$ cat src/core/srq_pkg.sv
// status reporting constants, command encodings and carrier types
//----------------------------------------------------------------------
// Functional notes
//----------------------------------------------------------------------
package srq_pkg;
  // status register indices
  localparam int unsigned NREG     = 4;
  localparam logic [1:0]  REG_OPER = 2'h0;
  localparam logic [1:0]  REG_QUES = 2'h1;
  localparam logic [1:0]  REG_POW  = 2'h2;
  localparam logic [1:0]  REG_SYNC = 2'h3;
  // bits that exist in each register, all others read zero
  localparam logic [15:0] MASK_OPER = 16'h0001;
  localparam logic [15:0] MASK_QUES = 16'h0E1C;
  localparam logic [15:0] MASK_POW  = 16'h0004;
  localparam logic [15:0] MASK_SYNC = 16'h000F;
  // field positions
  localparam int unsigned POW_IF_OVERLOAD = 2;
  localparam int unsigned QUES_POW_SUM    = 3;
  localparam int unsigned QUES_SYNC_SUM   = 11;
  localparam int unsigned STB_ERR         = 2;
  localparam int unsigned STB_QUES        = 3;
  localparam int unsigned STB_MAV         = 4;
  localparam int unsigned STB_ESB         = 5;
  localparam int unsigned STB_RQS         = 6;
  localparam int unsigned STB_OPER        = 7;
  localparam logic [7:0]  STB_SRQ_MASK    = 8'hBC;
  localparam int unsigned ESR_OPC         = 0;
  localparam int unsigned ESR_PON         = 7;
  // reset and preset values
  localparam logic [15:0] PTR_PRESET  = 16'hFFFF;
  localparam logic [15:0] NTR_PRESET  = 16'h0000;
  localparam logic [15:0] ZERO16      = 16'h0000;
  localparam logic [7:0]  ZERO8       = 8'h00;
  localparam logic [15:0] NO_ERR_CODE = 16'h0000;
  // command operations
  typedef enum logic [4:0] {
    OP_RD_COND, OP_RD_EVENT, OP_RD_ENABLE, OP_RD_PTR, OP_RD_NTR,
    OP_WR_ENABLE, OP_WR_PTR, OP_WR_NTR, OP_RD_STB, OP_RD_SRE,
    OP_WR_SRE, OP_RD_ESE, OP_WR_ESE, OP_RD_ESR, OP_RD_PPE, OP_WR_PPE,
    OP_RD_ERR, OP_STAT_PRESET, OP_CLS, OP_RST, OP_OPC, OP_NOP
  } srq_op_t;
  // one decoded command
  typedef struct packed {
    srq_op_t     op;
    logic [1:0]  sel;
    logic [15:0] data;
    logic        first;
  } srq_cmd_t;
  // one status register with all its parts
  typedef struct packed {
    logic [15:0] cond;
    logic [15:0] ptr;
    logic [15:0] ntr;
    logic [15:0] evt;
    logic [15:0] en;
  } srq_sreg_t;
endpackage

$ cat src/core/srq_status_reporting.sv
// status registers, status byte, service request and error queue
`timescale 1ns/1ps
`default_nettype none
module srq_status_reporting #(
  parameter int unsigned ERR_DEPTH = 8,
  parameter logic [7:0]  SAVED_SRE = 8'h00,
  parameter logic [7:0]  SAVED_ESE = 8'h00
) (
  // clock and reset
  input  wire logic             clock_i,
  input  wire logic             resetn_i,
  input  wire logic             psc_i,
  // decoded commands
  input  wire logic             cmd_valid_i,
  input  wire srq_pkg::srq_cmd_t cmd_i,
  input  wire logic             dcl_i,
  input  wire logic             spoll_i,
  // instrument conditions
  input  wire logic [15:0]      oper_cond_i,
  input  wire logic [15:0]      ques_cond_i,
  input  wire logic             if_overload_i,
  input  wire logic [15:0]      sync_cond_i,
  input  wire logic [7:0]       esr_set_i,
  input  wire logic             settings_busy_i,
  input  wire logic             err_push_i,
  input  wire logic [15:0]      err_code_i,
  // answers
  input  wire logic             rsp_take_i,
  output logic                  rsp_valid_o,
  output logic [15:0]           rsp_data_o,
  output logic [7:0]            spoll_byte_o,
  output logic                  spoll_valid_o,
  output logic                  srq_o,
  output logic                  overload_display_label_o,
  output logic                  flush_o,
  output logic                  settings_reset_o
);
  localparam int unsigned AW = $clog2(ERR_DEPTH);
  localparam logic [15:0] ZERO = srq_pkg::ZERO16;
  localparam logic [15:0] MASKS [srq_pkg::NREG] = '{
    srq_pkg::MASK_OPER, srq_pkg::MASK_QUES,
    srq_pkg::MASK_POW, srq_pkg::MASK_SYNC};

  srq_pkg::srq_sreg_t sr_reg [srq_pkg::NREG];
  srq_pkg::srq_sreg_t sr_next [srq_pkg::NREG];
  logic [15:0] cond_in [srq_pkg::NREG];
  logic [srq_pkg::NREG-1:0] sum;
  logic [7:0]  sre_reg, sre_next, ese_reg, ese_next;
  logic [7:0]  esr_reg, esr_next, ppe_reg, ppe_next, stb_reg, stb_now;
  logic        opc_reg, opc_next, srq_now;
  logic        rsp_valid_reg, rsp_valid_next;
  logic [15:0] rsp_data_reg, rsp_data_next;
  logic [7:0]  spoll_reg;
  logic        spoll_valid_reg, flush_reg, sreset_reg, ovl_reg;
  logic [15:0] err_mem [ERR_DEPTH];
  logic [AW-1:0] err_rd_reg, err_rd_next, err_wr_reg, err_wr_next;
  logic [AW:0] err_cnt_reg, err_cnt_next;
  logic        fire, preset, cls, pop, push;

  // command decode
  assign fire   = cmd_valid_i;
  assign preset = fire && cmd_i.op == srq_pkg::OP_STAT_PRESET;
  assign cls    = fire && cmd_i.op == srq_pkg::OP_CLS;
  assign pop    = fire && cmd_i.op == srq_pkg::OP_RD_ERR
                  && err_cnt_reg != '0;
  assign push   = err_push_i && err_cnt_reg != (AW+1)'(ERR_DEPTH);

  // condition sources, lower summaries feed questionable
  always_comb begin
    cond_in[0] = oper_cond_i;
    cond_in[1] = ques_cond_i;
    cond_in[1][srq_pkg::QUES_POW_SUM]  = sum[srq_pkg::REG_POW];
    cond_in[1][srq_pkg::QUES_SYNC_SUM] = sum[srq_pkg::REG_SYNC];
    cond_in[2] = ZERO;
    cond_in[2][srq_pkg::POW_IF_OVERLOAD] = if_overload_i;
    cond_in[3] = sync_cond_i;
  end

  //--------------------------------------------------------------------
  // status registers
  //--------------------------------------------------------------------
  for (genvar g = 0; g < srq_pkg::NREG; g++) begin : g_sreg
    logic [15:0] m, cnew, rise, fall, nevt;
    logic        sel;
    assign m   = MASKS[g];
    assign sel = fire && cmd_i.sel == 2'(g);
    assign sum[g] = |(sr_reg[g].evt & sr_reg[g].en);
    // edge filter, event capture and part writes
    always_comb begin
      sr_next[g] = sr_reg[g];
      cnew = cond_in[g] & m;
      rise = cnew & ~sr_reg[g].cond;
      fall = ~cnew & sr_reg[g].cond;
      nevt = (rise & sr_reg[g].ptr) | (fall & sr_reg[g].ntr);
      sr_next[g].cond = cnew;
      if (cls || (sel && cmd_i.op == srq_pkg::OP_RD_EVENT)) begin
        sr_next[g].evt = ZERO;
      end
      sr_next[g].evt = (sr_next[g].evt | nevt) & m; // set wins
      if (sel && cmd_i.op == srq_pkg::OP_WR_ENABLE) begin
        sr_next[g].en = cmd_i.data & m;
      end
      if (sel && cmd_i.op == srq_pkg::OP_WR_PTR) begin
        sr_next[g].ptr = cmd_i.data & m;
      end
      if (sel && cmd_i.op == srq_pkg::OP_WR_NTR) begin
        sr_next[g].ntr = cmd_i.data & m;
      end
      if (preset) begin
        sr_next[g].ptr = srq_pkg::PTR_PRESET & m;
        sr_next[g].ntr = srq_pkg::NTR_PRESET;
        sr_next[g].en  = (g < 2) ? ZERO : m;
      end
    end
    // register the parts, power-on filters preset
    always_ff @(posedge clock_i) begin
      if (!resetn_i) begin
        sr_reg[g].cond <= ZERO;
        sr_reg[g].ptr  <= srq_pkg::PTR_PRESET & m;
        sr_reg[g].ntr  <= srq_pkg::NTR_PRESET;
        sr_reg[g].evt  <= ZERO;
        sr_reg[g].en   <= (g < 2) ? ZERO : m;
      end else begin
        sr_reg[g] <= sr_next[g];
      end
    end
  end

  //--------------------------------------------------------------------
  // status byte and standard event register
  //--------------------------------------------------------------------
  always_comb begin
    stb_now = srq_pkg::ZERO8;
    stb_now[srq_pkg::STB_ERR]  = err_cnt_reg != '0;
    stb_now[srq_pkg::STB_QUES] = sum[srq_pkg::REG_QUES];
    stb_now[srq_pkg::STB_MAV]  = rsp_valid_reg;
    stb_now[srq_pkg::STB_ESB]  = |(esr_reg & ese_reg);
    stb_now[srq_pkg::STB_OPER] = sum[srq_pkg::REG_OPER];
    srq_now = |(stb_now & sre_reg & srq_pkg::STB_SRQ_MASK);
    stb_now[srq_pkg::STB_RQS]  = srq_now;
  end

  // masks, event register and completion tracking
  always_comb begin
    sre_next = sre_reg;
    ese_next = ese_reg;
    ppe_next = ppe_reg;
    esr_next = esr_reg;
    opc_next = opc_reg;
    if (fire && cmd_i.op == srq_pkg::OP_WR_SRE) sre_next = cmd_i.data[7:0];
    if (fire && cmd_i.op == srq_pkg::OP_WR_ESE) ese_next = cmd_i.data[7:0];
    if (fire && cmd_i.op == srq_pkg::OP_WR_PPE) ppe_next = cmd_i.data[7:0];
    if (cls || (fire && cmd_i.op == srq_pkg::OP_RD_ESR)) begin
      esr_next = srq_pkg::ZERO8;
      opc_next = 1'b0;
    end
    if (fire && cmd_i.op == srq_pkg::OP_OPC) opc_next = 1'b1;
    if (opc_reg && !settings_busy_i) begin
      esr_next[srq_pkg::ESR_OPC] = 1'b1;
      opc_next = 1'b0;
    end
    esr_next = esr_next | esr_set_i; // set wins over read clear
  end

  // power-on: flag at 1 clears request and event masks, at 0 loads saved ones; parallel poll mask always clears
  always_ff @(posedge clock_i) begin
    if (!resetn_i) begin
      sre_reg <= psc_i ? srq_pkg::ZERO8 : SAVED_SRE;
      ese_reg <= psc_i ? srq_pkg::ZERO8 : SAVED_ESE;
      ppe_reg <= srq_pkg::ZERO8;
      esr_reg <= 8'(1 << srq_pkg::ESR_PON);
      opc_reg <= 1'b0;
      stb_reg <= srq_pkg::ZERO8;
    end else begin
      sre_reg <= sre_next;
      ese_reg <= ese_next;
      ppe_reg <= ppe_next;
      esr_reg <= esr_next;
      opc_reg <= opc_next;
      stb_reg <= stb_now;
    end
  end

  //--------------------------------------------------------------------
  // error queue
  //--------------------------------------------------------------------
  always_comb begin
    err_rd_next  = err_rd_reg;
    err_wr_next  = err_wr_reg;
    err_cnt_next = err_cnt_reg;
    if (cls) begin
      err_rd_next  = '0;
      err_wr_next  = '0;
      err_cnt_next = '0;
    end else begin
      if (pop) err_rd_next = AW'((err_rd_reg + 1'b1) % ERR_DEPTH);
      if (push) err_wr_next = AW'((err_wr_reg + 1'b1) % ERR_DEPTH);
      err_cnt_next = err_cnt_reg + (AW+1)'(push) - (AW+1)'(pop);
    end
  end

  // queue storage and pointers
  always_ff @(posedge clock_i) begin
    if (!resetn_i) begin
      err_rd_reg  <= '0;
      err_wr_reg  <= '0;
      err_cnt_reg <= '0;
    end else begin
      err_rd_reg  <= err_rd_next;
      err_wr_reg  <= err_wr_next;
      err_cnt_reg <= err_cnt_next;
      if (push && !cls) err_mem[err_wr_reg] <= err_code_i;
    end
  end

  //--------------------------------------------------------------------
  // output buffer, one answer deep
  //--------------------------------------------------------------------
  always_comb begin
    rsp_valid_next = rsp_valid_reg && !rsp_take_i;
    rsp_data_next  = rsp_data_reg;
    if (fire && cmd_i.first) rsp_valid_next = 1'b0;
    if (fire) begin
      rsp_valid_next = 1'b1;
      case (cmd_i.op)
        srq_pkg::OP_RD_COND:   rsp_data_next = sr_reg[cmd_i.sel].cond;
        srq_pkg::OP_RD_EVENT:  rsp_data_next = sr_reg[cmd_i.sel].evt;
        srq_pkg::OP_RD_ENABLE: rsp_data_next = sr_reg[cmd_i.sel].en;
        srq_pkg::OP_RD_PTR:    rsp_data_next = sr_reg[cmd_i.sel].ptr;
        srq_pkg::OP_RD_NTR:    rsp_data_next = sr_reg[cmd_i.sel].ntr;
        srq_pkg::OP_RD_STB:    rsp_data_next = {8'h00, stb_now};
        srq_pkg::OP_RD_SRE:    rsp_data_next = {8'h00, sre_reg};
        srq_pkg::OP_RD_ESE:    rsp_data_next = {8'h00, ese_reg};
        srq_pkg::OP_RD_ESR:    rsp_data_next = {8'h00, esr_reg};
        srq_pkg::OP_RD_PPE:    rsp_data_next = {8'h00, ppe_reg};
        srq_pkg::OP_RD_ERR:    rsp_data_next = pop ? err_mem[err_rd_reg]
                                               : srq_pkg::NO_ERR_CODE;
        default: begin
          rsp_valid_next = rsp_valid_reg && !rsp_take_i && !cmd_i.first;
        end
      endcase
    end
    if (dcl_i) rsp_valid_next = 1'b0;
  end

  // answer, poll byte and one-cycle pulses
  always_ff @(posedge clock_i) begin
    if (!resetn_i) begin
      rsp_valid_reg   <= 1'b0;
      rsp_data_reg    <= ZERO;
      spoll_reg       <= srq_pkg::ZERO8;
      spoll_valid_reg <= 1'b0;
      flush_reg       <= 1'b1;
      sreset_reg      <= 1'b0;
      ovl_reg         <= 1'b0;
    end else begin
      rsp_valid_reg   <= rsp_valid_next;
      rsp_data_reg    <= rsp_data_next;
      spoll_valid_reg <= spoll_i;
      if (spoll_i) spoll_reg <= stb_now;
      flush_reg       <= dcl_i;
      sreset_reg      <= fire && cmd_i.op == srq_pkg::OP_RST;
      ovl_reg         <=
        sr_reg[srq_pkg::REG_POW].cond[srq_pkg::POW_IF_OVERLOAD];
    end
  end

  assign rsp_valid_o              = rsp_valid_reg;
  assign rsp_data_o               = rsp_data_reg;
  assign spoll_byte_o             = spoll_reg;
  assign spoll_valid_o            = spoll_valid_reg;
  assign srq_o                    = stb_reg[srq_pkg::STB_RQS];
  assign overload_display_label_o = ovl_reg;
  assign flush_o                  = flush_reg;
  assign settings_reset_o         = sreset_reg;
endmodule
`default_nettype wire

$ cat config.mk
export PLATFORM = sky130hd
export DESIGN_NAME = srq_status_reporting
export DESIGN_NICKNAME = d
export VERILOG_FILES = /design/src/core/srq_pkg.sv /design/src/core/srq_status_reporting.sv
export SDC_FILE = /design/constraint.sdc
export NUM_CORES = 1
export LEC_CHECK = 0
export ABC_AREA = 1
export BUFFER_PORTS_ARGS = -buffer_cell sky130_fd_sc_hd__buf_2
export CORE_ASPECT_RATIO = 0.6
export CORE_MARGIN = 1
export CORE_UTILIZATION = 35
export DETAILED_ROUTE_END_ITERATION = 7
export GPL_ROUTABILITY_DRIVEN = 0
export PLACE_DENSITY = 0.51
export SYNTH_ARGS = -nofsm -noshare
export SYNTH_HDL_FRONTEND = slang
export SYNTH_SLANG_ARGS = --single-unit
$ cat constraint.sdc
create_clock -name clock_i -period 3.2 [get_ports clock_i]
set_input_delay 0.32 -clock clock_i [delete_from_list [all_inputs] [get_ports clock_i]]
set_output_delay 0.32 -clock clock_i [all_outputs]
set_load 0.02 [all_outputs]
==> impl_table.tex <==
\begin{tabular}{lr}
\hline
Metric & Value \\
\hline
\multicolumn{2}{l}{\textbf{Status}} \\
\quad Run status & finished clean \\
\multicolumn{2}{l}{\textbf{Global routing}} \\
\quad Initial antenna violation count & 1 \\
\quad GRT Resource Usage Total & 20.92\% \\
\quad Met1 track demand over resource & 33.78\% \\
\quad Leftover overflow at the end of global routing & 0 \\
\quad Vias in the first global route & 8,687 \\
\quad Layer carrying the most global-route usage & met1 \\
\quad Largest net degree at the start of global routing & 44 \\
\quad Global-route wire length before repair & 53,060 microns \\
\quad Met3 Resource Use GR & 3.995\% \\
\quad Met2 Resource Use GR & 28.25\% \\
\multicolumn{2}{l}{\textbf{Power and ir drop}} \\
\quad Switch share & 24.87\% \\
\quad Clock share of power & 42.1\% \\
\quad Worst VDD drop & 0.0003699 V \\
\quad NetSw & 1.859 mW \\
\quad Power density over the cells & 556.6 nW/um\^{}2 \\
\quad Seq pwr share & 49.3\% \\
\quad Leak Pwr & 5.527 nW \\
\quad Int Pwr & 5.616 mW \\
\quad Logic pwr share & 8.6\% \\
\quad Overall Power & 7.475 mW \\
\multicolumn{2}{l}{\textbf{Floorplan}} \\
\quad Initial core utilization & 36.18\% \\
\quad Full die area & 33,480 sq um \\
\quad DIE WIDTH & 235.5 microns \\
\quad Vert. Die Dim & 142.1 microns \\
\quad Ports & 136 \\
\quad Core Rows & 50 \\
\quad Floorplan Core Area & 31,660 sq um \\
\multicolumn{2}{l}{\textbf{Synthesis}} \\
\quad Syn avg cell area & 8.472 sq um \\
\quad Synth area leaders & sky130\_fd\_sc\_hd\_\_edfxtp\_1, sky130\_fd\_sc\_hd\_\_dfxtp\_1, sky130\_fd\_sc\_hd\_\_nand2\_1 \\
\quad Unique masters post-synth & 40 \\
\quad Post-synth top flop & sky130\_fd\_sc\_hd\_\_dfxtp\_1 \\
\quad Proportion of netlist area held by the largest area contributor & 33.56\% \\
\quad Async SR Flop Fraction & 0\% \\
\quad EDFF count, synth & 128 \\
\quad Post-synthesis cell type with the largest combined area & sky130\_fd\_sc\_hd\_\_edfxtp\_1 \\
\quad Number of warnings printed during yosys synthesis & 0 \\
\quad Count of state elements after synthesis & 262 \\
\quad Most common cell in the synthesized netlist & sky130\_fd\_sc\_hd\_\_nand2\_1 \\
\quad Synth Cell Area & 11,450 sq um \\
\quad Gate count of the mapped netlist & 1,352 \\
\quad Portion of the post-synthesis area used by sequential elements & 56.98\% \\
\quad Commonest cells in the synthesized netlist & sky130\_fd\_sc\_hd\_\_nand2\_1, sky130\_fd\_sc\_hd\_\_nor2\_1, sky130\_fd\_sc\_hd\_\_dfxtp\_1 \\
\multicolumn{2}{l}{\textbf{Setup path}} \\
\quad Startpoint types & flip-flop \\
\quad Crit Path Max Fanout & 16 \\
\quad Worst EP arrival & 2.66 ns \\
\quad Worst path bufs/invs & 2 \\
\quad Setup CP Type & flip-flop to flip-flop \\
\quad Setup slack, reg-to-reg & 0.70 ns \\
\quad Cell chain of the critical path & inv\_1 > ha\_1 > nand3\_1 > and2\_1 > inv\_1 > nor2\_1 > nand2\_1 > nor2\_2 \\
\quad Worst reg2reg path depth & 8 \\
\quad R2r startpoint & err\_cnt\_reg[2]\$\_SDFF\_PP0\_ \\
\quad Most frequent CP cell & sky130\_fd\_sc\_hd\_\_inv\_1 \\
\quad Family with the most delay on the worst path & simple AND/OR/NAND/NOR gates \\
\quad Longest individual stage delay on the worst path & 0.90 ns \\
\quad Worst reg2reg endpoint & err\_mem[6][10]\$\_DFFE\_PP\_ \\
\quad Endpoint class of the critical path & flip-flop \\
\quad Cell with the largest stage delay on the worst path & sky130\_fd\_sc\_hd\_\_nor2\_2 \\
\quad Required arrival time at the worst endpoint & 3.36 ns \\
\multicolumn{2}{l}{\textbf{STA}} \\
\quad Max Clock Freq & 400.2 MHz \\
\quad Final Skew & 0.01282 ns \\
\quad Final critical-path share of the clock period & 78.08\% \\
\quad Final hold viol count & 0 \\
\quad Worst rel slew slack & 23.35\% \\
\quad Final-report setup violation count & 0 \\
\quad Fin Setup TNS & 0 ns \\
\quad Transition time at the pin with the least slew margin & 1.148 ns \\
\quad RSZ-0062 raised after global routing & false \\
\quad Max Transition Viols Final & 0 \\
\quad Shortest clock period the worst path allows after layout & 2.499 ns \\
\multicolumn{2}{l}{\textbf{Cells and area}} \\
\quad Share of final-layout standard cells stronger than drive strength 1 & 14.59\% \\
\quad Diode count & 0 \\
\quad Number of nets in the layout & 1,575 \\
\quad Area growth syn-to-layout & 17.26\% \\
\quad Max FFs per register & 128 \\
\multicolumn{2}{l}{\textbf{Worst hold path}} \\
\quad Worst hold path cell count & 3 \\
\quad Hold/Removal Path Class & input port to flip-flop \\
\quad Startpoint of the tightest hold check path & cmd\_i[12] \\
\quad Destination of the worst hold path & sr\_reg[1][51]\$\_SDFFE\_PP1P\_ \\
\multicolumn{2}{l}{\textbf{CTS}} \\
\quad Total setup buffers inserted after CTS & 0 \\
\quad Root buffer cell & sky130\_fd\_sc\_hd\_\_clkbuf\_16 \\
\quad Number of buffers inserted by hold repair at cts & 14 \\
\quad TritonCTS clock tree & done \\
\quad Clock-pin slew on the worst setup and hold paths & 0.06 ns \\
\quad Number of gates resized after cts & 0 \\
\quad Clock insertion delay at the later pin of the skew report & 0.54 ns \\
\quad Sink count of the clock tree & 262 \\
\quad Bufs on Longest Clock Path & 3 \\
\quad Number of H-tree branching levels & 1 \\
\quad Number of buffers inserted during clock tree synthesis & 26 \\
\multicolumn{2}{l}{\textbf{Routing}} \\
\quad Vias per Instance & 5.005 \\
\quad Iteration count of the initial detailed-routing pass & 5 \\
\quad Wire length reported by the detailed router & 35,060 microns \\
\quad First DRT Iteration DRCs & 839 \\
\quad DR vias & 9,489 \\
\quad Final routed DRC violation total & 0 \\
\quad Antenna-violating nets left & 0 \\
\quad Detail-routed net length per standard cell & 18.49 microns \\
\multicolumn{2}{l}{\textbf{Placed design}} \\
\quad Buffers on Ports & 88 \\
\quad Placed wire-length estimate & 24,390 microns \\
\multicolumn{2}{l}{\textbf{Run}} \\
\quad Max Cap Violations & 0 \\
\hline
\end{tabular}
-- power groups by stage --
stage	clock network [mW]	logic [mW]	registers, mW
6_report	3.15	0.644	3.69
5_1_grt	3.34	0.728	3.70
4_1_cts	3.20	0.642	3.69
3_5_place_dp	0	0.627	3.76
3_3_place_gp	0	0.618	3.76
2_1_floorplan	0	0.376	3.75
-- cell type report --
| cell class | instances | area [sq um] |
|---|---|---|
| fillers | 3175 | 18230 |
| flip-flops and latches | 262 | 6528 |
| multi-input cells | 927 | 4304 |
| repair buffers | 127 | 780.7 |
| clock buffers | 35 | 737.0 |
| well taps | 416 | 520.5 |
| inverters | 116 | 435.4 |
| clock inverters | 13 | 125.1 |
-- metrics by stage --
stage / setup WS (ns) / cell area, sq um / cells / hold WS, ns / utilization [%]
after CTS: 0.6934 / 13430 / 1896 / 0.001652 / 42.43
after detailed placement: 0.6379 / 12430 / 1834 / 0.4519 / 39.26
after global routing: 0.4899 / 13430 / 1896 / 0.006799 / 42.43
after floorplan: 0.8708 / 11460 / 1353 / 0.4135 / -
after global placement: 0.6591 / 12430 / 1834 / 0.4488 / 39.26
final: 0.7014 / 13430 / 1896 / 0.02411 / 42.43
-- routing by layer --
metal  wire length (microns)  vias up
li1                        -     4694
met1                   18580     4457
met2                   13460      298
met3                    2489       38
met4                     524        2
met5                      12        -
-- cells by family (layout without fill, tap and decap cells) --
logic type | after synthesis | in the layout | synth area share (%)
AND/OR/NAND/NOR | 699 | 699 | 25.80
flip-flops | 262 | 262 | 56.98
AO/OA/AOI/OAI | 216 | 216 | 10.43
buffers and inverters | 164 | 291 | 5.626
adder cells (fa/ha/maj) | 9 | 9 | 1.049
other | 1 | 2 | 0.03274
XOR/XNOR | 1 | 1 | 0.07648
-- tightest hold or removal path, cell delays in order --
cell and delay, ns:
sky130_fd_sc_hd__buf_2 0.09, sky130_fd_sc_hd__nand2_1 0.05, sky130_fd_sc_hd__o211ai_1 0.07
-- cells in the final DEF (no fill, tap or decap), types with 27 or more instances in the layout --
cell type,count
sky130_fd_sc_hd__a21oi_1,64
sky130_fd_sc_hd__buf_2,88
sky130_fd_sc_hd__clkbuf_16,27
sky130_fd_sc_hd__dfxtp_1,133
sky130_fd_sc_hd__edfxtp_1,128
sky130_fd_sc_hd__inv_1,102
sky130_fd_sc_hd__nand2_1,321
sky130_fd_sc_hd__nand3_1,106
sky130_fd_sc_hd__nor2_1,210
sky130_fd_sc_hd__o21ai_0,105
-- worst max path at each step --
stage / slack [ns] / cells after the start / to / start
floorplan: 0.87 / 10 / err_mem[1][0]$_DFFE_PP_ / cmd_i[23]
global placement: 0.66 / 12 / err_cnt_reg[2]$_SDFF_PP0_ / cmd_i[22]
finish: 0.70 / 8 / err_mem[6][10]$_DFFE_PP_ / err_cnt_reg[2]$_SDFF_PP0_
global route: 0.49 / 9 / err_mem[4][10]$_DFFE_PP_ / err_cnt_reg[2]$_SDFF_PP0_
detailed placement: 0.64 / 12 / err_cnt_reg[2]$_SDFF_PP0_ / cmd_i[22]
CTS: 0.69 / 8 / err_mem[6][10]$_DFFE_PP_ / err_cnt_reg[2]$_SDFF_PP0_
Power figures use the tool's default switching activity.
